File: src/seq_defs.vh
// Constants for the parameter-set sequencer: register offsets, field positions, reset values.
// Assumes an APB slave with 32-bit data, one aligned word per register.
`ifndef SEQ_DEFS_VH
`define SEQ_DEFS_VH

// ==========================================================
// Register byte offsets
`define OFS_CTRL        12'h000
`define OFS_CYCLE_CNT   12'h004
`define OFS_SELECTOR    12'h008
`define OFS_REPEAT      12'h00c
`define OFS_ACTIVE      12'h010
`define OFS_CMD         12'h014
`define OFS_STATUS      12'h018
`define OFS_BASELINE    12'h01c

// ==========================================================
// Field positions
`define CTRL_ON_BIT     0
`define CTRL_MODE_BIT   1
`define CMD_STORE_BIT   0
`define ST_BUSY_BIT     0

// ==========================================================
// Reset values, codes and limits
`define MODE_AUTO       1'b1
`define MODE_OTHER      1'b0
`define RST_CYCLE_CNT   7'h01
`define RST_REPEAT      9'h001
`define MAX_SETS        7'h40
`define MAX_REPEAT      9'h100

`endif

File: src/seq_set_store.v
// Parameter-set storage: one word and one repeat count per set, with written flags.
// Assumes one write port and one combinational read port, all on pclk.
`timescale 1ns/1ns
`include "seq_defs.vh"

module seq_set_store #(
    parameter DW    = 32,
    parameter SETS  = 64,
    parameter IW    = 6
) (
    input  wire          pclk,
    input  wire          presetn,
    input  wire          wr_en,
    input  wire [IW-1:0] wr_idx,
    input  wire [DW-1:0] wr_data,
    input  wire [8:0]    wr_repeat,
    input  wire [IW-1:0] rd_idx,
    input  wire [DW-1:0] dflt_data,
    output wire [DW-1:0] rd_data,
    output wire [8:0]    rd_repeat
);

    reg [DW-1:0]   data_mem [0:SETS-1];
    reg [8:0]      rep_mem  [0:SETS-1];
    reg [SETS-1:0] written_ff;

    // ==========================================================
    // Storage
    // Written flags are volatile, so every set reads as default after reset
    always @(posedge pclk or negedge presetn) begin
        if (!presetn) begin
            written_ff <= {SETS{1'b0}};
        end else if (wr_en) begin
            written_ff[wr_idx] <= 1'b1;
        end
    end

    always @(posedge pclk) begin
        if (wr_en) begin
            data_mem[wr_idx] <= wr_data;
            rep_mem[wr_idx]  <= wr_repeat;
        end
    end

    assign rd_data   = written_ff[rd_idx] ? data_mem[rd_idx] : dflt_data;
    assign rd_repeat = written_ff[rd_idx] ? rep_mem[rd_idx] : `RST_REPEAT;

endmodule // seq_set_store

File: src/seq_auto_advance.v
// Parameter-set sequencer in automatic advance mode, with APB register access.
// Assumes frame_trigger is a one-cycle pulse and frame_busy is high during exposure/readout/transfer.
// Contract
// - Auto mode steps sets in ascending order on frame triggers, by repeat count.
// - Each set is used its repeat count of frames before the next.
// - After the last set's uses, the next trigger wraps to set 0.
// - Programmable cycle set count, at most 64.
// - Enabling loads set 0 into active; first frame uses set 0.
// - Each trigger compares uses with repeat count: reuse or advance.
// - Disable during a frame finishes that frame, then stops cycling.
// - Disabling restores the active values held before enabling.
// - Selector picks the set to configure, indices 0 to 63.
// - Each set holds its own repeat count, 1 to 256.
// - Store copies the active values into the selected set.
// - Never-stored sets inside the cycle supply default values.
// - Advance-mode setting; auto behaviour only when auto is selected.
// - Stored sets are volatile and lost on reset.
// - A new current set is chosen only on frame triggers.
//
// The APB slave port and the register offsets were chosen for this implementation.
`timescale 1ns/1ns
`include "seq_defs.vh"

module seq_auto_advance #(
    parameter DW = 32
) (
    input  wire          pclk,
    input  wire          presetn,
    input  wire          psel,
    input  wire          penable,
    input  wire          pwrite,
    input  wire [11:0]   paddr,
    input  wire [31:0]   pwdata,
    output reg  [31:0]   prdata,
    output reg           pready,
    output reg           pslverr,
    input  wire          frame_trigger,
    input  wire          frame_busy,
    output reg  [DW-1:0] active_params,
    output reg  [5:0]    current_set,
    output reg           sequencing
);

    // ==========================================================
    // State
    reg [DW-1:0] active_ff;
    reg [DW-1:0] baseline_ff;
    reg          on_ff;
    reg          mode_ff;
    reg [6:0]    cycle_cnt_ff;
    reg [5:0]    selector_ff;
    reg [8:0]    repeat_ff;
    reg          running_ff;
    reg          stop_pend_ff;
    reg [5:0]    set_ff;
    reg [8:0]    uses_ff;
    reg          first_ff;

    wire [DW-1:0] rd_data;
    wire [8:0]    rd_repeat;
    wire          wr_phase    = psel & penable & pwrite;
    wire          setup_phase = psel & ~penable;

    function mapped;
        input [11:0] a;
        begin
            mapped = (a == `OFS_CTRL) | (a == `OFS_CYCLE_CNT) | (a == `OFS_SELECTOR) |
                     (a == `OFS_REPEAT) | (a == `OFS_ACTIVE) | (a == `OFS_CMD) |
                     (a == `OFS_STATUS) | (a == `OFS_BASELINE);
        end
    endfunction

    // Full-word range checks, so stray upper bits cannot alias a legal value
    function count_ok;
        input [31:0] v;
        begin
            count_ok = (v != 32'h0000_0000) && (v <= {25'h0, `MAX_SETS});
        end
    endfunction

    function repeat_ok;
        input [31:0] v;
        begin
            repeat_ok = (v != 32'h0000_0000) && (v <= {23'h0, `MAX_REPEAT});
        end
    endfunction

    wire hit_ctrl  = wr_phase & (paddr == `OFS_CTRL);
    wire hit_active = wr_phase & (paddr == `OFS_ACTIVE);
    wire new_on    = pwdata[`CTRL_ON_BIT];
    wire enabling  = hit_ctrl & new_on & ~on_ff & ~running_ff;
    // Store commands and cycle-count and mode writes are refused while the sequencer is on or finishing
    wire locked    = on_ff | running_ff;
    wire store_cmd = wr_phase & (paddr == `OFS_CMD) & pwdata[`CMD_STORE_BIT] & ~locked;
    wire [5:0] last_set = cycle_cnt_ff[5:0] - 6'h01;
    wire [5:0] next_set = (set_ff == last_set) ? 6'h00 : set_ff + 6'h01;
    wire [8:0] set_rep  = rd_repeat;

    seq_set_store #(
        .DW   (DW),
        .SETS (64),
        .IW   (6)
    ) u_store (
        .pclk      (pclk),
        .presetn   (presetn),
        .wr_en     (store_cmd),
        .wr_idx    (selector_ff),
        .wr_data   (active_ff),
        .wr_repeat (repeat_ff),
        .rd_idx    (running_ff ? set_ff : 6'h00),
        .dflt_data ({DW{1'b0}}),
        .rd_data   (rd_data),
        .rd_repeat (rd_repeat)
    );

    // Second read path is avoided: next set index feeds the same port by
    // holding set_ff as the index, so a one-cycle load follows each step.
    reg          load_pend_ff;

    // ==========================================================
    // Configuration registers
    reg          nxt_on;
    reg          nxt_mode;
    reg [6:0]    nxt_cycle_cnt;
    reg [5:0]    nxt_selector;
    reg [8:0]    nxt_repeat;

    always @* begin
        nxt_on        = on_ff;
        nxt_mode      = mode_ff;
        nxt_cycle_cnt = cycle_cnt_ff;
        nxt_selector  = selector_ff;
        nxt_repeat    = repeat_ff;
        if (wr_phase) begin
            case (paddr)
                `OFS_CTRL: begin
                    nxt_on = new_on;
                    // Mode moves only on a write that also leaves the sequencer off
                    if (!locked && !new_on) begin
                        nxt_mode = pwdata[`CTRL_MODE_BIT];
                    end
                end
                `OFS_CYCLE_CNT: begin
                    if (!locked && count_ok(pwdata)) begin
                        nxt_cycle_cnt = pwdata[6:0];
                    end
                end
                `OFS_SELECTOR: nxt_selector = pwdata[5:0];
                `OFS_REPEAT: begin
                    if (repeat_ok(pwdata)) begin
                        nxt_repeat = pwdata[8:0];
                    end
                end
                default: begin
                end
            endcase
        end
    end

    always @(posedge pclk or negedge presetn) begin
        if (!presetn) begin
            on_ff        <= 1'b0;
            mode_ff      <= `MODE_AUTO;
            cycle_cnt_ff <= `RST_CYCLE_CNT;
            selector_ff  <= 6'h00;
            repeat_ff    <= `RST_REPEAT;
        end else begin
            on_ff        <= nxt_on;
            mode_ff      <= nxt_mode;
            cycle_cnt_ff <= nxt_cycle_cnt;
            selector_ff  <= nxt_selector;
            repeat_ff    <= nxt_repeat;
        end
    end

    // ==========================================================
    // Sequencer
    // Triggers landing in the load cycle are dropped, so keep them two cycles apart
    wire trig_take = frame_trigger & ~load_pend_ff;
    wire spent     = (uses_ff >= set_rep);

    reg [DW-1:0] nxt_active;
    reg [DW-1:0] nxt_baseline;
    reg          nxt_running;
    reg          nxt_stop_pend;
    reg [5:0]    nxt_set;
    reg [8:0]    nxt_uses;
    reg          nxt_first;
    reg          nxt_load_pend;

    always @* begin
        nxt_active    = active_ff;
        nxt_baseline  = baseline_ff;
        nxt_running   = running_ff;
        nxt_stop_pend = stop_pend_ff;
        nxt_set       = set_ff;
        nxt_uses      = uses_ff;
        nxt_first     = first_ff;
        nxt_load_pend = load_pend_ff;
        if (enabling && mode_ff == `MODE_AUTO) begin
            nxt_baseline  = active_ff;
            nxt_running   = 1'b1;
            nxt_stop_pend = 1'b0;
            nxt_set       = 6'h00;
            nxt_uses      = 9'h000;
            nxt_first     = 1'b1;
            nxt_load_pend = 1'b1;
        end else if (running_ff) begin
            if (load_pend_ff) begin
                nxt_active    = rd_data;
                nxt_load_pend = 1'b0;
            end
            if (!on_ff || stop_pend_ff) begin
                // Let the frame in flight finish on the current set
                if (!frame_busy) begin
                    nxt_running   = 1'b0;
                    nxt_stop_pend = 1'b0;
                    nxt_active    = baseline_ff;
                end else begin
                    nxt_stop_pend = 1'b1;
                end
            end else if (trig_take) begin
                if (first_ff) begin
                    nxt_first = 1'b0;
                    nxt_uses  = 9'h001;
                end else if (!spent) begin
                    nxt_uses = uses_ff + 9'h001;
                end else begin
                    nxt_set       = next_set;
                    nxt_uses      = 9'h001;
                    nxt_load_pend = 1'b1;
                end
            end
        end else if (hit_active) begin
            nxt_active = pwdata[DW-1:0];
        end
    end

    // ==========================================================
    // Sequencer registers
    always @(posedge pclk or negedge presetn) begin
        if (!presetn) begin
            active_ff    <= {DW{1'b0}};
            baseline_ff  <= {DW{1'b0}};
            running_ff   <= 1'b0;
            stop_pend_ff <= 1'b0;
            set_ff       <= 6'h00;
            uses_ff      <= 9'h000;
            first_ff     <= 1'b0;
            load_pend_ff <= 1'b0;
        end else begin
            active_ff    <= nxt_active;
            baseline_ff  <= nxt_baseline;
            running_ff   <= nxt_running;
            stop_pend_ff <= nxt_stop_pend;
            set_ff       <= nxt_set;
            uses_ff      <= nxt_uses;
            first_ff     <= nxt_first;
            load_pend_ff <= nxt_load_pend;
        end
    end

    // ==========================================================
    // Register read mux, captured in the setup cycle
    reg [31:0] nxt_prdata;

    always @* begin
        nxt_prdata = prdata;
        if (setup_phase) begin
            case (paddr)
                `OFS_CTRL:      nxt_prdata = {30'h0, mode_ff, on_ff};
                `OFS_CYCLE_CNT: nxt_prdata = {25'h0, cycle_cnt_ff};
                `OFS_SELECTOR:  nxt_prdata = {26'h0, selector_ff};
                `OFS_REPEAT:    nxt_prdata = {23'h0, repeat_ff};
                // While sequencing, software sees the pre-enable values
                `OFS_ACTIVE:    nxt_prdata = running_ff ? baseline_ff : active_ff;
                `OFS_STATUS:    nxt_prdata = {7'h00, uses_ff, 1'b0, set_ff, 8'h00, running_ff};
                `OFS_BASELINE:  nxt_prdata = baseline_ff;
                default:        nxt_prdata = 32'h0000_0000;
            endcase
        end
    end

    // ==========================================================
    // APB answer and outputs; ready one cycle after setup, no wait states
    always @(posedge pclk or negedge presetn) begin
        if (!presetn) begin
            prdata        <= 32'h0000_0000;
            pready        <= 1'b0;
            pslverr       <= 1'b0;
            active_params <= {DW{1'b0}};
            current_set   <= 6'h00;
            sequencing    <= 1'b0;
        end else begin
            prdata        <= nxt_prdata;
            pready        <= setup_phase;
            pslverr       <= setup_phase & ~mapped(paddr);
            active_params <= active_ff;
            current_set   <= set_ff;
            sequencing    <= running_ff;
        end
    end

endmodule // seq_auto_advance

File: config.mk
export PLATFORM = sky130hd
export DESIGN_NAME = seq_auto_advance
export DESIGN_NICKNAME = d
export VERILOG_FILES = /design/src/seq_set_store.v /design/src/seq_auto_advance.v
export VERILOG_INCLUDE_DIRS = /design/src
export SDC_FILE = /design/constraint.sdc
export NUM_CORES = 2
export LEC_CHECK = 0
export BUFFER_PORTS_ARGS = -buffer_cell sky130_fd_sc_hd__buf_2
export CAP_MARGIN = 20
export CORE_MARGIN = 1
export CORE_UTILIZATION = 40
export DETAILED_ROUTE_END_ITERATION = 6
export SLEW_MARGIN = 0
export SYNTH_ARGS = -nofsm -noshare
export SYNTH_HDL_FRONTEND = slang
export SYNTH_HIERARCHICAL = 1
export SYNTH_SLANG_ARGS = --single-unit
File: constraint.sdc
create_clock -name pclk -period 4.65 [get_ports pclk]
set_input_delay 0.2325 -clock pclk [delete_from_list [all_inputs] [get_ports pclk]]
set_output_delay 0.2325 -clock pclk [all_outputs]
set_load 0.05 [all_outputs]
Word-level counts from Yosys, hierarchy flattened
Memories as Yosys holds them, arrays and structs flattened.
Cells that the tools add are included.
{"block": "totals", "input_bits": 51, "ramBits": 2624, "output_inout_bits": 73, "word_cells": 142, "register_bits": 244, "memories": 2}
{"block": "op_classes", "magnitude_cmp": 6, "eq_ne": 10, "n_mux": 46, "bitwise": 29, "addsub": 3, "reduce_logical": 26}
{"name": "u_store.data_mem", "depth": 64, "width": 32, "rd": 1, "rd_clocked_by_memory_dff": 0, "wr": 1, "line": "seq_set_store.v:23", "rtl": "reg [DW-1:0] data_mem [0:SETS-1];"}
{"name": "u_store.rep_mem", "depth": 64, "width": 9, "rd": 1, "rd_clocked_by_memory_dff": 0, "wr": 1, "line": "seq_set_store.v:24", "rtl": "reg [8:0] rep_mem [0:SETS-1];"}
{"operator": "32-bit 2-to-1 mux", "n": 7}
{"operator": "32-bit one-hot mux with 7 select lines", "n": 1}
{"operator": "64-bit OR", "n": 1}
{"operator": "9-bit 2-to-1 mux", "n": 7}
{"operator": "12-bit by 5-bit equality test with 1-bit output, second input constant", "n": 4}
{"operator": "6-bit 2-to-1 mux", "n": 8}
{"operator": "32-bit by 7-bit <= comparator with 1-bit output, second input constant", "n": 1}
{"operator": "32-bit by 9-bit <= comparator with 1-bit output, second input constant", "n": 1}
{"operator": "32-bit nonzero test", "n": 1}
{"operator": "12-bit by 4-bit equality test with 1-bit output, second input constant", "n": 2}
{"operator": "1-bit 2-to-1 mux", "n": 21}
{"operator": "6-bit by 7-bit < comparator with 1-bit output, second input constant", "n": 2}
{"operator": "1-bit bitwise AND", "n": 13}
{"operator": "12-bit by 3-bit equality test with 1-bit output, second input constant", "n": 1}
{"operator": "12-bit zero test", "n": 1}
{"operator": "3-bit AND reduction", "n": 4}
{"operator": "2-bit nonzero test", "n": 5}
{"operator": "9-bit by 1-bit adder with 9-bit output, second input constant", "n": 1}
{"operator": "9-bit >= comparator", "n": 1}
{"operator": "1-bit OR", "n": 8}
{"operator": "2-bit AND reduction", "n": 4}
{"operator": "1-bit NOT", "n": 7}
{"operator": "6-bit by 1-bit adder with 6-bit output, second input constant", "n": 1}
{"operator": "1-bit binary-select mux with 6-bit select", "n": 1}
{"operator": "other kinds (10)", "n": 17}

Depth between registers and ports, before layout
{"block": "logic_depth", "depth_word": 11, "depth_mapped": 23}

Hierarchy
Netlist, hierarchy kept.
{"module": "seq_set_store", "seq_area_each_um2": 80397.1, "cells_each": 4500, "instances": 1, "area_each_um2": 103619.4}
{"module": "seq_auto_advance", "seq_area_each_um2": 4508.1, "cells_each": 733, "instances": 1, "area_each_um2": 8039.0}

Worst setup path before layout
No wires, ideal clock.
{"block": "synth_timing", "kind": "reg2reg", "startpoint": "register running_ff", "endpoint": "register set_ff[4]", "synth_period_minus_slack_ps": 4914, "setup_time_ps": 83, "t_arrival_ps": 4832, "n_path_buf": 6, "required_time_ps": 4567, "stages_incl_launch_ff": 19, "slack_ps": -264, "path_cell_list": "dfrtp_1 buf_2 clkbuf_1 and2_1 buf_4 buf_4 buf_4 clkbuf_1 mux4_2 mux4_2 mux4_2 and2_1 inv_1 ha_1 nand4_1 o311ai_0 nand2_1 or2_2 o21ai_0"}
{"block": "synth_between", "elab_chain_cells": 7}
{"item": "start: declaration", "line": "seq_auto_advance.v:53", "rtl": "reg running_ff;"}
{"item": "start signal: assignment", "line": "seq_auto_advance.v:254", "rtl": "running_ff <= nxt_running;"}
{"item": "6-bit 2-to-1 mux *", "line": "seq_auto_advance.v:110", "rtl": ".rd_idx (running_ff ? set_ff : 6'h00),"}
{"item": "1-bit binary-select mux with 6-bit select", "line": "seq_set_store.v:46", "rtl": "assign rd_repeat = written_ff[rd_idx] ? rep_mem[rd_idx] : `RST_REPEAT;"}
{"item": "1-bit 2-to-1 mux (implied by the code)", "line": "seq_set_store.v:46"}
{"item": "9-bit 2-to-1 mux (no line) *"}
{"item": "named net rd_repeat[8]", "line": "seq_auto_advance.v:60", "rtl": "wire [8:0] rd_repeat;"}
{"item": "9-bit >= comparator *", "line": "seq_auto_advance.v:180", "rtl": "wire spent = (uses_ff >= set_rep);"}
{"item": "2-bit nonzero test (no line) *"}
{"item": "5-bit AND reduction (no line) *"}
{"item": "end signal: assignment", "line": "seq_auto_advance.v:256", "rtl": "set_ff <= nxt_set;"}
{"item": "end: declaration", "line": "seq_auto_advance.v:55", "rtl": "reg [5:0] set_ff;"}
Mark *: on every way through the listed nets, which the timed path passes. The rest lies on a longest branch. The select of a mux whose other input is x is not followed.
A chain may end at the register's enable or synchronous reset.

Final worst setup path
{"block": "layout_timing", "startpoint": "register running_ff", "endpoint": "register uses_ff[8]"}
{"block": "layout_between", "elab_chain_cells": 11}
{"item": "6-bit 2-to-1 mux *", "line": "seq_auto_advance.v:110"}
{"item": "1-bit binary-select mux with 6-bit select", "line": "seq_set_store.v:46"}
{"item": "1-bit 2-to-1 mux (implied by the code)", "line": "seq_set_store.v:46"}
{"item": "9-bit 2-to-1 mux (no line) *"}
{"item": "named net rd_repeat[1]", "line": "seq_auto_advance.v:60"}
{"item": "9-bit >= comparator *", "line": "seq_auto_advance.v:180"}
{"item": "9-bit 2-to-1 mux *", "line": "seq_auto_advance.v:226", "rtl": "end else if (!spent) begin"}
{"item": "9-bit 2-to-1 mux *", "line": "seq_auto_advance.v:223", "rtl": "if (first_ff) begin"}
{"item": "9-bit 2-to-1 mux *", "line": "seq_auto_advance.v:222", "rtl": "end else if (trig_take) begin"}
{"item": "9-bit 2-to-1 mux *", "line": "seq_auto_advance.v:213", "rtl": "if (!on_ff || stop_pend_ff) begin"}
{"item": "9-bit 2-to-1 mux *", "line": "seq_auto_advance.v:208", "rtl": "end else if (running_ff) begin"}
{"item": "9-bit 2-to-1 mux *", "line": "seq_auto_advance.v:200", "rtl": "if (enabling && mode_ff == `MODE_AUTO) begin"}
{"item": "end signal: assignment", "line": "seq_auto_advance.v:257", "rtl": "uses_ff <= nxt_uses;"}
{"item": "end: declaration", "line": "seq_auto_advance.v:56", "rtl": "reg [8:0] uses_ff;"}
Marks and branches as above.

==> results.md <==
- Failing checks: design-rule violations
- Drt first pass iters: 7
- Gate Count Post-Synth: 5,233
- Clock buffer count from CTS: 290
- Synth cell types: 80
- CTS clk-pin slew, worst paths: ~0.06 ns
- Most common cell after layout, fill and taps aside: edfxtp_1
- Critical path launch point type: flip-flop
- Starting Density: 0.403
- Routed WL per cell: 35.7 um
- P_leak: 48.3 nW
- Worst reg2reg startpoint: running_ff
- Gr usage total: 0.246
- Hold Path Class: in2async
- Final Setup Violations: 0
- Remaining antenna violation count: 0
- Post-Layout Cell Count: approximately 9,800
- TritonCTS clock tree: yes
- Max Clk Rate: about 220 MHz
- Final worst slack: roughly 0.054 ns
- Cell Pwr Density: 389 nW/um^2
- Io pins: between 100 and 150
- FF-to-FF path depth: 16
- Placed Cells: 9,169
- Seq. cell area: about 85,000 sq um
- Relative slew slack: 0.280
- Critical Path RT: ~5.5 ns
- Setup_tns: 0 ns
- Residual DRC: 6
- Area delta synth->final: 16.9%
- Min Tclk post-route: about 4.6 ns
- Crit Path Class: reg2reg
- RSZ-0062 raised after global routing: true
- Setup WS pre-CTS: -0.518 ns
- Clock buffer depth: 4
- Data arrival, critical path: ~5.4 ns
- First-pass GRT wire length: around 480,000 um
- Synthesized area per cell: roughly 21 sq um
- Final GP Congestion: 0.882
- Main flop type after synthesis: edfxtp_1
- TritonCTS sink count: 2,868
- Async S/R FF share, synth: 0.0851
- CP max FO: 8
- Worst Hold Margin: 0.0108 ns
- Max cap viols: 0
- Design area: 130,000 sq um
- PortBufs: about 120
- Root Buffer: clkbuf_16
- Final Max Tran Viols: 0
- Placed inst area: around 120,000 sq um
- Die Area: about 280,000 sq um
- Final period util: 0.988
- Peak VDD IR: 316 uV
- Critical Path Sink Type: flip-flop
- Clock skew: 0.0497 ns
- Fin. Hold Viols: 0
- Initial antenna violation count: 19
- Sequential area share after synthesis: 0.760
- H-tree Lvls: 5
- Chip Width: between 500 and 600 um
- Overflow after GRT: 0
- Wirelength, routed: 350,000 um
- Internal reg-to-reg setup slack: 0.05 ns
- Area of the multi-input gates: 25,800 sq um
- Vias per inst: between 6 and 7
- Vias in the first global route: slightly below 60,000
- Worst skew pair latency: approximately 0.88 ns
- EDFF count, synth: 2,624
- Dpl hpwl: about 190,000 um
- Core Area: 277,000 sq um
- DR vias: ~60,000
- Worst-Margin Slew: between 1 and 1.5 ns
- Share of layout cells above drive strength 1: 0.315
- Post-Syn Area: about 110,000 sq um
- Fillers: between 20,000 and 25,000
- Layout Nets: between 5,000 and 6,000
- Yosys warns: 6
- First DRT Iteration DRCs: just under 9,000
- Outcome: complete, but fails checks
- Rows: 193
- Capture point of the worst reg-to-reg path: uses_ff[8]
- Die Span Y: between 500 and 600 um
- Most frequent cells in the layout: edfxtp_1, mux4_2, clkbuf_16, buf_4, mux2i_1
- Largest net degree at the start of global routing: around 110
- Post-synthesis register bit count: about 2,900
[report_power, final]
group          internal (mW)  total [mW]  switching, mW
clock                   13.0        22.8           9.79
sequential              27.7        27.7        0.00303
combinational         0.0750       0.210          0.135
[layout make-up]
type / count / share of cell area
Antenna cell: 11 / 0.000211
Clock buffer: 362 / 0.0596
Clock inverter: 145 / 0.0101
Inverter: 30 / 0.000940
Multi-Input combinational cell: 2080 / 0.197
Sequential cell: 2868 / 0.651
Tap cell: 3705 / 0.0355
Timing Repair Buffer: 582 / 0.0453
[worst max-delay path by stage]
stage | startpoint | to | slack [ns] | cells after the start
after global placement | running_ff | set_ff[4] | -0.50 | 17
after CTS | running_ff | uses_ff[4] | 0.002 | 16
after global routing | running_ff | set_ff[5] | -0.03 | 16
after detailed placement | running_ff | set_ff[4] | -0.52 | 17
after floorplan | running_ff | set_ff[4] | 0.02 | 20
final | running_ff | uses_ff[8] | 0.05 | 16
[through the flow]
stage / util / power [mW]
floorplan: - / 28.4
global placement: 0.433 / 28.5
detailed placement: 0.433 / 28.5
CTS: 0.468 / 51.0
finish: 0.471 / 50.8
global route: 0.471 / 52.0
[sequential cells by signal, summed over array words and instances, names as in the netlist, 7 cells and up]
register,count
prdata,32
cycle_cnt_ff,7
u_store/rep_mem,576
active_params,32
u_store/written_ff,64
uses_ff,9
active_ff,32
baseline_ff,32
u_store/data_mem,2048
repeat_ff,9
[worst max-delay path: stages, from the launching register on]
cell      delay (ns)
dfrtp_1         0.39
and2_4          0.25
buf_12          0.20
buf_16          0.16
buf_4           0.14
mux4_2          0.50
mux4_2          0.51
mux4_2          0.53
and2_4          0.19
inv_2           0.06
ha_4            0.20
a21oi_4         0.25
o311ai_4        0.14
buf_12          0.16
or3_4           0.44
nor2_4          0.18
a22o_1          0.17
[cell families (layout without fill, tap and decap cells)]
kind of cell / after synthesis / count (layout) / share of synthesized area
AOI/OAI and AO/OA: 461 / 461 / 0.0309
adders and majority gates: 12 / 12 / 0.00134
xor gates and xnor gates: 12 / 12 / 0.000941
muxes: 983 / 983 / 0.165
buffers and inverters: 316 / 1119 / 0.0158
and+or+nand+nor: 580 / 580 / 0.0253
other: 1 / 43 / 0.0000336
DFF: 2868 / 2868 / 0.760
[synthesized netlist by cell type, types with 12 or more instances]
master        n  area [sq um]
mux2_2       76           856
a21oi_1      60           300
edfxtp_1   2624         78800
o211ai_1     18           135
mux2i_1     225          2250
a222oi_1     54           541
buf_2        92           460
o21ai_0      79           395
ha_1         12           150
nor3_1       17          85.1
dfrtp_1     241          6030
nand2b_1     16           100
or2_2        67           419
nor2b_1      20           125
nand2_1     218           818
buf_1        23          86.3
o2bb2ai_1    36           315
and3_1       12          75.1
inv_1        26          97.6
a221oi_1     57           499
clkbuf_1     95           357
and2_1       22           138
nor2_1      123           462
mux4_2      681         15300
buf_6        39           439
nand3_1      37           185
a31oi_1      14          87.6
buf_4        33           248
a22oi_1      47           353
[metal layers]
layer / wire (um) / track usage / vias up
met5: 39 / 0 / -
met4: 13000 / 0.0785 / 6
met3: 35000 / 0.0462 / 665
met2: 164000 / 0.388 / 3610
met1: 137000 / 0.346 / 33000
li1: - / - / 23200
[what timing repair did]
item | 4_1_cts | 5_1_grt
setup endpoints to repair | 16 | 15
hold endpoints to repair | 194 | 0
pin swaps | 2 | 11
resized for setup | 12 | 47
hold buffers | 46 | 0
gates cloned | 1 | 7
buffers inserted | 3 | 27
No activity file was read; power rests on OpenSTA's default activity.
